**src/discharge_temp_pkg.sv**
```systemverilog
/*
  Constants, register map and state codes shared by the discharge
  temperature fault monitor and its threshold byte bank.
  Assumes one 40 MHz clock and 12-bit thermistor codes.
*/
`default_nettype none

package discharge_temp_pkg;

  // ==========================================================
  // widths
  localparam int unsigned CODE_W    = 12;
  localparam int unsigned BYTE_W    = 8;
  localparam int unsigned BANK_N    = 8;
  localparam int unsigned BANK_AW   = 3;

  // ==========================================================
  // register offsets
  localparam logic [7:0] DISCHARGE_HOT_LIMIT_LOW     = 8'h38;
  localparam logic [7:0] DISCHARGE_HOT_LIMIT_HIGH    = 8'h39;
  localparam logic [7:0] DISCHARGE_HOT_RECOVER_LOW   = 8'h3a;
  localparam logic [7:0] DISCHARGE_HOT_RECOVER_HIGH  = 8'h3b;
  localparam logic [7:0] DISCHARGE_COLD_LIMIT_LOW    = 8'h3c;
  localparam logic [7:0] DISCHARGE_COLD_LIMIT_HIGH   = 8'h3d;
  localparam logic [7:0] DISCHARGE_COLD_RECOVER_LOW  = 8'h3e;
  localparam logic [7:0] DISCHARGE_COLD_RECOVER_HIGH = 8'h3f;
  localparam logic [7:0] FAULT_STATUS_ADDR           = 8'h80;
  localparam logic [7:0] FET_CONTROL_ADDR            = 8'h86;
  localparam logic [7:0] OVERRIDE_CONTROL_ADDR       = 8'h87;
  localparam logic [7:0] BALANCE_CONTROL_ADDR        = 8'h88;

  // ==========================================================
  // field positions
  localparam int unsigned HOT_FLAG_BIT      = 4;
  localparam int unsigned COLD_FLAG_BIT     = 5;
  localparam int unsigned FET_CONTROL_BIT   = 0;
  localparam int unsigned OVERRIDE_BIT      = 5;
  localparam int unsigned BALANCE_BIT       = 0;
  localparam logic [7:0]  HIGH_BYTE_MASK    = 8'h0f;

  // ==========================================================
  // values after reset, bank entries in offset order
  localparam logic [7:0] HOT_LIMIT_LOW_RST     = 8'hb6;
  localparam logic [7:0] HOT_LIMIT_HIGH_RST    = 8'h04;
  localparam logic [7:0] HOT_RECOVER_LOW_RST   = 8'h3e;
  localparam logic [7:0] HOT_RECOVER_HIGH_RST  = 8'h05;
  localparam logic [7:0] COLD_LIMIT_LOW_RST    = 8'hf2;
  localparam logic [7:0] COLD_LIMIT_HIGH_RST   = 8'h0b;
  localparam logic [7:0] COLD_RECOVER_LOW_RST  = 8'h93;
  localparam logic [7:0] COLD_RECOVER_HIGH_RST = 8'h0a;
  localparam logic [7:0] BANK_RST [BANK_N] = '{
    HOT_LIMIT_LOW_RST, HOT_LIMIT_HIGH_RST, HOT_RECOVER_LOW_RST, HOT_RECOVER_HIGH_RST,
    COLD_LIMIT_LOW_RST, COLD_LIMIT_HIGH_RST, COLD_RECOVER_LOW_RST, COLD_RECOVER_HIGH_RST};
  localparam logic       FET_CONTROL_RST = 1'b1;
  localparam logic       OVERRIDE_RST    = 1'b0;
  localparam logic       BALANCE_RST     = 1'b1;

  // ==========================================================
  // evaluation sequencer
  typedef enum logic [2:0] {
    ST_WAIT = 3'b001,
    ST_EVAL = 3'b010,
    ST_ACT  = 3'b100
  } monitor_state_t;

endpackage : discharge_temp_pkg

`default_nettype wire

```
**src/discharge_temp_monitor.sv**
```systemverilog
/*
  Discharge temperature fault monitor: compares both thermistor codes
  against hot and cold limits with hysteresis, keeps two fault flags and,
  unless the override bit is set, drives the discharge FET and balancing
  control bits itself.
  Assumes thermistor codes and the sample strobe come from logic on the
  same clock, and that register strobes last one cycle.
*/
`timescale 1ns/10ps
`default_nettype none

module discharge_temp_monitor
  import discharge_temp_pkg::*;
(
  // clock and reset
  input  wire logic                        clock,
  input  wire logic                        sys_rst,
  // register port
  input  wire logic [7:0]                  reg_addr,
  input  wire logic                        reg_wr_en,
  input  wire logic [7:0]                  reg_wr_data,
  input  wire logic                        reg_rd_en,
  output var  logic [7:0]                  reg_rd_data,
  output var  logic                        reg_rd_valid,
  // thermistor conversions
  input  wire logic                        sample_valid,
  input  wire logic [CODE_W-1:0]           therm_code_a,
  input  wire logic [CODE_W-1:0]           therm_code_b,
  // other enabling conditions
  input  wire logic                        discharge_permit,
  input  wire logic                        balance_permit,
  // pack controls
  output var  logic                        discharge_fet_on,
  output var  logic                        cell_balance_on,
  output var  logic                        discharge_hot_fault_flag,
  output var  logic                        discharge_cold_fault_flag
);
  import discharge_temp_pkg::*;

  // ==========================================================
  // register port decode
  logic              bank_sel;
  logic              bank_wr;
  logic              bank_rd;
  logic [7:0]        bank_rd_data;
  logic [CODE_W-1:0] hot_limit;
  logic [CODE_W-1:0] hot_recover;
  logic [CODE_W-1:0] cold_limit;
  logic [CODE_W-1:0] cold_recover;

  always_comb
  begin
    bank_sel = (reg_addr[7:3] == DISCHARGE_HOT_LIMIT_LOW[7:3]);
    bank_wr  = reg_wr_en && bank_sel;
    bank_rd  = reg_rd_en && bank_sel;
  end

  threshold_bank u_bank (
    .clock        (clock),
    .sys_rst      (sys_rst),
    .wr_en        (bank_wr),
    .rd_en        (bank_rd),
    .addr         (reg_addr[2:0]),
    .wr_data      (reg_wr_data),
    .rd_data      (bank_rd_data),
    .hot_limit    (hot_limit),
    .hot_recover  (hot_recover),
    .cold_limit   (cold_limit),
    .cold_recover (cold_recover)
  );

  // ==========================================================
  // sample capture and fault flags
  monitor_state_t    state;
  monitor_state_t    next_state;
  logic [CODE_W-1:0] code_a;
  logic [CODE_W-1:0] code_b;
  logic [CODE_W-1:0] next_code_a;
  logic [CODE_W-1:0] next_code_b;
  logic              next_hot_flag;
  logic              next_cold_flag;
  logic              hot_prev;
  logic              cold_prev;
  logic              next_hot_prev;
  logic              next_cold_prev;
  logic              hot_trip;
  logic              hot_clear;
  logic              cold_trip;
  logic              cold_clear;

  // both readings and all thresholds are raw 12-bit codes, no rescaling
  always_comb
  begin
    hot_trip   = (code_a < hot_limit) || (code_b < hot_limit);
    hot_clear  = (code_a > hot_recover) && (code_b > hot_recover);
    cold_trip  = (code_a > cold_limit) || (code_b > cold_limit);
    cold_clear = (code_a < cold_recover) && (code_b < cold_recover);
  end

  always_comb
  begin
    next_state     = state;
    next_code_a    = code_a;
    next_code_b    = code_b;
    next_hot_flag  = discharge_hot_fault_flag;
    next_cold_flag = discharge_cold_fault_flag;
    next_hot_prev  = hot_prev;
    next_cold_prev = cold_prev;
    case (state)
      ST_WAIT:
      begin
        if (sample_valid)
        begin
          next_code_a = therm_code_a;
          next_code_b = therm_code_b;
          next_state  = ST_EVAL;
        end
      end
      ST_EVAL:
      begin
        next_hot_prev  = discharge_hot_fault_flag;
        next_cold_prev = discharge_cold_fault_flag;
        // a trip wins over a clear if the limits overlap by mistake
        if (hot_trip)
          next_hot_flag = 1'b1;
        else if (discharge_hot_fault_flag && hot_clear)
          next_hot_flag = 1'b0;
        if (cold_trip)
          next_cold_flag = 1'b1;
        else if (discharge_cold_fault_flag && cold_clear)
          next_cold_flag = 1'b0;
        next_state = ST_ACT;
      end
      ST_ACT:
        next_state = ST_WAIT;
      default:
        next_state = ST_WAIT;
    endcase
  end

  always_ff @(posedge clock or posedge sys_rst)
  begin
    if (sys_rst)
    begin
      state                     <= ST_WAIT;
      code_a                    <= 12'h000;
      code_b                    <= 12'h000;
      discharge_hot_fault_flag  <= 1'b0;
      discharge_cold_fault_flag <= 1'b0;
      hot_prev                  <= 1'b0;
      cold_prev                 <= 1'b0;
    end
    else
    begin
      state                     <= next_state;
      code_a                    <= next_code_a;
      code_b                    <= next_code_b;
      discharge_hot_fault_flag  <= next_hot_flag;
      discharge_cold_fault_flag <= next_cold_flag;
      hot_prev                  <= next_hot_prev;
      cold_prev                 <= next_cold_prev;
    end
  end

  // ==========================================================
  // control bits and pack outputs
  logic discharge_fet_control;
  logic controller_cell_balancing;
  logic balancing_override;
  logic next_fet_control;
  logic next_balancing;
  logic next_override;
  logic next_fet_on;
  logic next_balance_on;
  logic any_fault;
  logic recovered;

  always_comb
  begin
    any_fault = discharge_hot_fault_flag || discharge_cold_fault_flag;
    recovered = (hot_prev && !discharge_hot_fault_flag) || (cold_prev && !discharge_cold_fault_flag);
    next_fet_control = discharge_fet_control;
    next_balancing   = controller_cell_balancing;
    next_override    = balancing_override;
    if (reg_wr_en && reg_addr == FET_CONTROL_ADDR)
      next_fet_control = reg_wr_data[FET_CONTROL_BIT];
    if (reg_wr_en && reg_addr == BALANCE_CONTROL_ADDR)
      next_balancing = reg_wr_data[BALANCE_BIT];
    if (reg_wr_en && reg_addr == OVERRIDE_CONTROL_ADDR)
      next_override = reg_wr_data[OVERRIDE_BIT];
    // automatic action beats a same-cycle software write; with the
    // override set the controller owns both bits outright
    if (state == ST_ACT && !balancing_override)
    begin
      if (any_fault)
      begin
        next_fet_control = 1'b0;
        next_balancing   = 1'b0;
      end
      else if (recovered)
      begin
        next_fet_control = 1'b1;
        next_balancing   = 1'b1;
      end
    end
    // other enabling conditions gate the pins, not the control bits
    next_fet_on     = discharge_fet_control && discharge_permit;
    next_balance_on = controller_cell_balancing && balance_permit;
  end

  always_ff @(posedge clock or posedge sys_rst)
  begin
    if (sys_rst)
    begin
      discharge_fet_control     <= FET_CONTROL_RST;
      controller_cell_balancing <= BALANCE_RST;
      balancing_override        <= OVERRIDE_RST;
      discharge_fet_on          <= 1'b0;
      cell_balance_on           <= 1'b0;
    end
    else
    begin
      discharge_fet_control     <= next_fet_control;
      controller_cell_balancing <= next_balancing;
      balancing_override        <= next_override;
      discharge_fet_on          <= next_fet_on;
      cell_balance_on           <= next_balance_on;
    end
  end

  // ==========================================================
  // read data: bank answers one edge late, so local data waits too
  logic [7:0] local_rd;
  logic [7:0] next_local_rd;
  logic       rd_from_bank;
  logic       next_rd_from_bank;
  logic       rd_pending;
  logic [7:0] next_reg_rd_data;

  always_comb
  begin
    next_local_rd = 8'h00;
    case (reg_addr)
      FAULT_STATUS_ADDR:
      begin
        next_local_rd[HOT_FLAG_BIT]  = discharge_hot_fault_flag;
        next_local_rd[COLD_FLAG_BIT] = discharge_cold_fault_flag;
      end
      FET_CONTROL_ADDR:      next_local_rd[FET_CONTROL_BIT] = discharge_fet_control;
      OVERRIDE_CONTROL_ADDR: next_local_rd[OVERRIDE_BIT]    = balancing_override;
      BALANCE_CONTROL_ADDR:  next_local_rd[BALANCE_BIT]     = controller_cell_balancing;
      default:               next_local_rd = 8'h00;
    endcase
    if (!reg_rd_en)
      next_local_rd = local_rd;
    next_rd_from_bank = reg_rd_en ? bank_sel : rd_from_bank;
    next_reg_rd_data  = rd_pending ? (rd_from_bank ? bank_rd_data : local_rd) : reg_rd_data;
  end

  always_ff @(posedge clock or posedge sys_rst)
  begin
    if (sys_rst)
    begin
      local_rd     <= 8'h00;
      rd_from_bank <= 1'b0;
      rd_pending   <= 1'b0;
      reg_rd_data  <= 8'h00;
      reg_rd_valid <= 1'b0;
    end
    else
    begin
      local_rd     <= next_local_rd;
      rd_from_bank <= next_rd_from_bank;
      rd_pending   <= reg_rd_en;
      reg_rd_data  <= next_reg_rd_data;
      reg_rd_valid <= rd_pending;
    end
  end

  // ==========================================================
  // checks
  AST_HOT_SET: assert property (@(posedge clock) disable iff (sys_rst)
    (state == ST_EVAL && hot_trip) |=> discharge_hot_fault_flag)
    else $error("hot flag not set after a reading below the hot limit");

  AST_HOT_CLEAR: assert property (@(posedge clock) disable iff (sys_rst)
    (state == ST_EVAL && discharge_hot_fault_flag && hot_clear && !hot_trip) |=> !discharge_hot_fault_flag)
    else $error("hot flag not cleared after both readings recovered");

  AST_COLD_SET: assert property (@(posedge clock) disable iff (sys_rst)
    (state == ST_EVAL && cold_trip) |=> discharge_cold_fault_flag)
    else $error("cold flag not set after a reading above the cold limit");

  AST_COLD_CLEAR: assert property (@(posedge clock) disable iff (sys_rst)
    (state == ST_EVAL && discharge_cold_fault_flag && cold_clear && !cold_trip) |=> !discharge_cold_fault_flag)
    else $error("cold flag not cleared after both readings recovered");

  AST_FLAG_HOLD: assert property (@(posedge clock) disable iff (sys_rst)
    (state != ST_EVAL) |=> ($stable(discharge_hot_fault_flag) && $stable(discharge_cold_fault_flag)))
    else $error("fault flag moved outside an evaluation");

  AST_HOT_SHUTOFF: assert property (@(posedge clock) disable iff (sys_rst)
    ($rose(discharge_hot_fault_flag) && !balancing_override)
      |=> (!discharge_fet_control && !controller_cell_balancing) ##2 !discharge_fet_on)
    else $error("hot fault did not switch off the discharge path");

  AST_COLD_SHUTOFF: assert property (@(posedge clock) disable iff (sys_rst)
    ($rose(discharge_cold_fault_flag) && !balancing_override) |=> ##1 !cell_balance_on)
    else $error("cold fault did not stop balancing");

  AST_RESTORE: assert property (@(posedge clock) disable iff (sys_rst)
    (state == ST_ACT && recovered && !any_fault && !balancing_override)
      |=> (discharge_fet_control && controller_cell_balancing))
    else $error("recovery did not restore the discharge path");

  AST_OVERRIDE_FREEZE: assert property (@(posedge clock) disable iff (sys_rst)
    (balancing_override && !reg_wr_en) |=> ($stable(discharge_fet_control) && $stable(controller_cell_balancing)))
    else $error("control bits changed under override without a write");

  AST_READ_TIMING: assert property (@(posedge clock) disable iff (sys_rst)
    (reg_rd_en && reg_addr == DISCHARGE_HOT_LIMIT_LOW) |=> ##1 (reg_rd_valid && reg_rd_data == hot_limit[7:0]))
    else $error("hot limit low byte read back wrong or late");

endmodule : discharge_temp_monitor

`default_nettype wire

```
**src/threshold_bank.sv**
```systemverilog
/*
  Eight-byte threshold store: four 12-bit limits split into low and
  high bytes, reserved high nibbles kept at zero, registered read data.
  Assumes the caller decodes the bank range and issues one-cycle strobes.
*/
`timescale 1ns/10ps
`default_nettype none

module threshold_bank
  import discharge_temp_pkg::*;
(
  // clock and reset
  input  wire logic                        clock,
  input  wire logic                        sys_rst,
  // byte access
  input  wire logic                        wr_en,
  input  wire logic                        rd_en,
  input  wire logic [BANK_AW-1:0]          addr,
  input  wire logic [BYTE_W-1:0]           wr_data,
  output var  logic [BYTE_W-1:0]           rd_data,
  // assembled thresholds
  output var  logic [CODE_W-1:0]           hot_limit,
  output var  logic [CODE_W-1:0]           hot_recover,
  output var  logic [CODE_W-1:0]           cold_limit,
  output var  logic [CODE_W-1:0]           cold_recover
);
  import discharge_temp_pkg::*;

  logic [BYTE_W-1:0] entry [BANK_N];
  logic [BYTE_W-1:0] next_rd_data;

  // ==========================================================
  // storage, one byte per entry
  genvar i;
  generate
    for (i = 0; i < BANK_N; i++)
    begin : g_entry
      logic [BYTE_W-1:0] next_byte;
      always_comb
      begin
        next_byte = entry[i];
        if (wr_en && addr == BANK_AW'(i))
          // odd entries are upper bytes: reserved nibble never stored
          next_byte = (i % 2 == 1) ? (wr_data & HIGH_BYTE_MASK) : wr_data;
      end
      always_ff @(posedge clock or posedge sys_rst)
      begin
        if (sys_rst)
          entry[i] <= BANK_RST[i];
        else
          entry[i] <= next_byte;
      end
    end
  endgenerate

  // ==========================================================
  // read port
  always_comb
  begin
    next_rd_data = rd_en ? entry[addr] : rd_data;
  end

  always_ff @(posedge clock or posedge sys_rst)
  begin
    if (sys_rst)
      rd_data <= 8'h00;
    else
      rd_data <= next_rd_data;
  end

  always_comb
  begin
    hot_limit    = {entry[1][3:0], entry[0]};
    hot_recover  = {entry[3][3:0], entry[2]};
    cold_limit   = {entry[5][3:0], entry[4]};
    cold_recover = {entry[7][3:0], entry[6]};
  end

  // ==========================================================
  // checks
  AST_RESERVED_NIBBLE: assert property (@(posedge clock) disable iff (sys_rst)
    (rd_en && addr[0]) |=> (rd_data[7:4] == 4'h0))
    else $error("reserved nibble of an upper threshold byte read back nonzero");

  AST_LIMIT_WRITE: assert property (@(posedge clock) disable iff (sys_rst)
    (wr_en && addr == 3'h4) |=> (cold_limit[7:0] == $past(wr_data)))
    else $error("cold limit low byte did not take the written value");

endmodule : threshold_bank

`default_nettype wire

```
**config.mk**
```make
export PLATFORM = sky130hd
export DESIGN_NAME = discharge_temp_monitor
export DESIGN_NICKNAME = d
export VERILOG_FILES = /design/src/discharge_temp_pkg.sv /design/src/discharge_temp_monitor.sv /design/src/threshold_bank.sv
export SDC_FILE = /design/constraint.sdc
export NUM_CORES = 1
export LEC_CHECK = 0
export ABC_AREA = 1
export CORE_UTILIZATION = 50
export DETAILED_ROUTE_END_ITERATION = 8
export DONT_BUFFER_PORTS = 1
export SKIP_CTS_REPAIR_TIMING = 1
export SLEW_MARGIN = 25
export SYNTH_ARGS = -nofsm -noshare
export SYNTH_HDL_FRONTEND = slang
export SYNTH_SLANG_ARGS = --single-unit
```
**constraint.sdc**
```tcl
create_clock -name clock -period 5.68 [get_ports clock]
set_input_delay 0.568 -clock clock [delete_from_list [all_inputs] [get_ports clock]]
set_output_delay 0.568 -clock clock [all_outputs]
set_load 0.01 [all_outputs]
```
==> flow_metrics.env <==
export IMPL_clockBufferDepth=2
export IMPL_criticalPathCategory="flop to flop"
export IMPL_synth_seq_area_share_pct=39.27
export IMPL_crit_path_start_kind="flop"
export IMPL_synth_nets=1001
export IMPL_finish_utilization_pct=54.75
export IMPL_finalWeightedCongestion=0.9265
export IMPL_nNetsFinal=1000
export IMPL_max_stage_delay_ns=0.77
export IMPL_crit_slowest_cell="nand4_1"
export IMPL_synthTopCellsByCount="nand2_1, inv_1, ha_1"
export IMPL_place_hpwl_um=13710
export IMPL_totalWireLength_um=17690
export IMPL_die_area_um2=14170
export IMPL_switchingPower_w=0.001277
export IMPL_rows=42
export IMPL_fin_crit_sh_pct=41.38
export IMPL_p_int_w=0.001728
export IMPL_synth_warnings=0
export IMPL_whs_ns=0.2258
export IMPL_ys_async_sr_fraction_pct=100.0
export IMPL_post_drt_wl_per_cell_um=16.98
export IMPL_period_minus_slack_ns=2.350
export IMPL_setup_violations=0
export IMPL_yosysMostFrequentCell="nand2_1"
export IMPL_maxSlewViolCount=0
export IMPL_yosys_area_top_type="dfrtp_1"
export IMPL_ctsRootBufferMaster="clkbuf_16"
export IMPL_die_w_um=119.1
export IMPL_worstPathMaxFanout=28
export IMPL_vias=5618
export IMPL_syn_area_um2=6850
export IMPL_synth_area_leaders="dfrtp_1, ha_1, nand2_1, dfstp_2, inv_1"
export IMPL_start_util_pct=51.52
export IMPL_cts_tree="done"
export IMPL_p_comb_share_pct=41.5
export IMPL_sw_frac_of_total_pct=42.49
export IMPL_clkPwrFrac_pct=21.1
export IMPL_crit_arrival_ns=2.65
export IMPL_drcViolationCount=0
export IMPL_grt_max_degree=68
export IMPL_fp_coreArea_um2=13300
export IMPL_clkTransAtPathRegs_ns=0.08
export IMPL_viasPerCell=5.392
export IMPL_synth_top_cell_area_share_pct=27.76
export IMPL_clk_latency_ns=0.37
export IMPL_grt_pass1_vias=5592
export IMPL_worst_ir_drop_vdd_mv=0.2720
export IMPL_hold_path_class="input pin to flop"
export IMPL_gr_total_overflow=0
export IMPL_crit_path_end_kind="flop"
export IMPL_avgSynthCellArea_um2=7.947
export IMPL_drtIter0Drc=387
export IMPL_fill_cells=1271
export IMPL_p_leak_nw=3.551
export IMPL_firstDrtPassIters=5
export IMPL_fin_setup_tns_ns=0
export IMPL_critPathRequiredTime_ns=5.98
export IMPL_rsz0062_at_grt="no"
export IMPL_antenna_found_initial=0
export IMPL_fmax_mhz=425.4
export IMPL_ant_nets=0
export IMPL_p_per_area_nw_per_um2=412.9
export IMPL_synth_seq_cells=106
export IMPL_synthCells=862
export IMPL_drive_above_1_share_pct=9.469
export IMPL_ys_types=38
export IMPL_worstMarginPinSlew_ns=0.9839
export IMPL_area_delta_synth_final_pct=6.265
export IMPL_outcome="completed"
export IMPL_cts_htree_levels=3
export IMPL_slew_headroom_pct=34.21
export IMPL_n_antenna_cell=0
export IMPL_dpl_cell_area_um2=6987
export IMPL_drv_cap=0
export IMPL_port_buffers=0
export IMPL_finalHoldViolCount=0
export IMPL_cts_buffers=9
export IMPL_pwr_share_seq_pct=37.4
export IMPL_clock_sinks=106
export IMPL_grt_pass1_wl_um=29210
export IMPL_finish_instance_area_um2=7279
export IMPL_pin_count=60
export IMPL_track_usage_pct=27.15
export IMPL_crit_path_cell_trace="nand4_1 -> inv_2 -> or2_2 -> inv_1"
export IMPL_worst_clock_skew_ns=0.01031
export IMPL_dieHeight_um=119.1
export IMPL_synth_ff_type="dfrtp_1"
export IMPL_synth_edf_count=0
export IMPL_crit_family="simple AND/OR/NAND/NOR gates"
export IMPL_cp_num_buf_inv=2
[area by class of cell]
class                   instances  area (um2)  area share, %
multi-input cells             623        3610          49.59
flip-flops and latches        106        2690          36.95
repair buffers                  1       7.507         0.1031
inverters                     120       459.2          6.308
clock buffers                   9       225.2          3.094
clock inverters                 7       67.56         0.9282
well taps                     176       220.2          3.025
[worst paths after layout]
check,slack [ns],from,cells past startpoint,end
min in group asynchronous,0.24,sys_rst,1,u_bank.rd_data[6]
setup / recovery,3.33,state[0],4,state[0]
hold / removal,0.23,reg_rd_en,0,rd_pending
setup reg to reg,3.33,state[0],4,state[0]
max in group asynchronous,4.36,sys_rst,2,u_bank.hot_recover[1]
hold reg to reg,0.49,controller_cell_balancing,2,cell_balance_on
[logic make-up (layout without fill, tap and decap cells)]
family                   after synthesis  in the layout  share of synthesized area (%)
AO/OA/AOI/OAI                        131            131                          11.21
AND/OR/NAND/NOR                      400            400                          24.68
flip-flops                           106            106                          39.27
adder cells (fa/ha/maj)               92             92                          16.80
buffers and inverters                133            137                          8.036
[stage by stage]
| stage | worst slack, ns | std cells | total power (W) |
|---|---|---|---|
| final | 3.330 | 1042 | 0.003005 |
| after floorplan | 2.373 | 862 | 0.002004 |
| after CTS | 3.316 | 1042 | 0.003017 |
| after global placement | 3.381 | 1026 | 0.002300 |
| after detailed placement | 3.314 | 1026 | 0.002372 |
| after global routing | 3.066 | 1042 | 0.003316 |
[state kept, by name, indices dropped and copies added (netlist names), 8 cells and up]
name / count
u_bank.rd_data: 8
reg_rd_data: 8
u_bank.hot_recover: 12
u_bank.cold_recover: 12
code_a: 12
u_bank.cold_limit: 12
code_b: 12
u_bank.hot_limit: 12
[power groups by stage]
stage	Sequential (W)	Combinational, W	Clock [W]
CTS	0.00112	0.00125	0.000647
detailed placement	0.00114	0.00124	0
global placement	0.00114	0.00116	0
floorplan	0.00104	0.000963	0
finish	0.00112	0.00125	0.000634
global route	0.00114	0.00150	0.000677
[cell usage in the layout (no fill, tap or decap), types with 9 or more instances in the layout]
master	count
nand2_1	301
inv_1	113
ha_1	92
dfrtp_1	76
o21ai_0	47
nor2_1	37
a21oi_1	35
dfstp_2	30
nand3_1	22
nand4_1	19
o21ai_2	13
clkbuf_16	9
[layer usage]
metal  up-vias  wire length, um  global-route usage, %  share of wire (%)
met5         -                0                      0                  0
met4         0              510                  10.52                2.9
met3        32              629                  5.747                3.6
met2        96             8291                  44.15                 47
met1      2694             8259                  35.31                 47
li1       2796                -                      -                  -
Note: power is estimated with default switching activity, not from simulation.
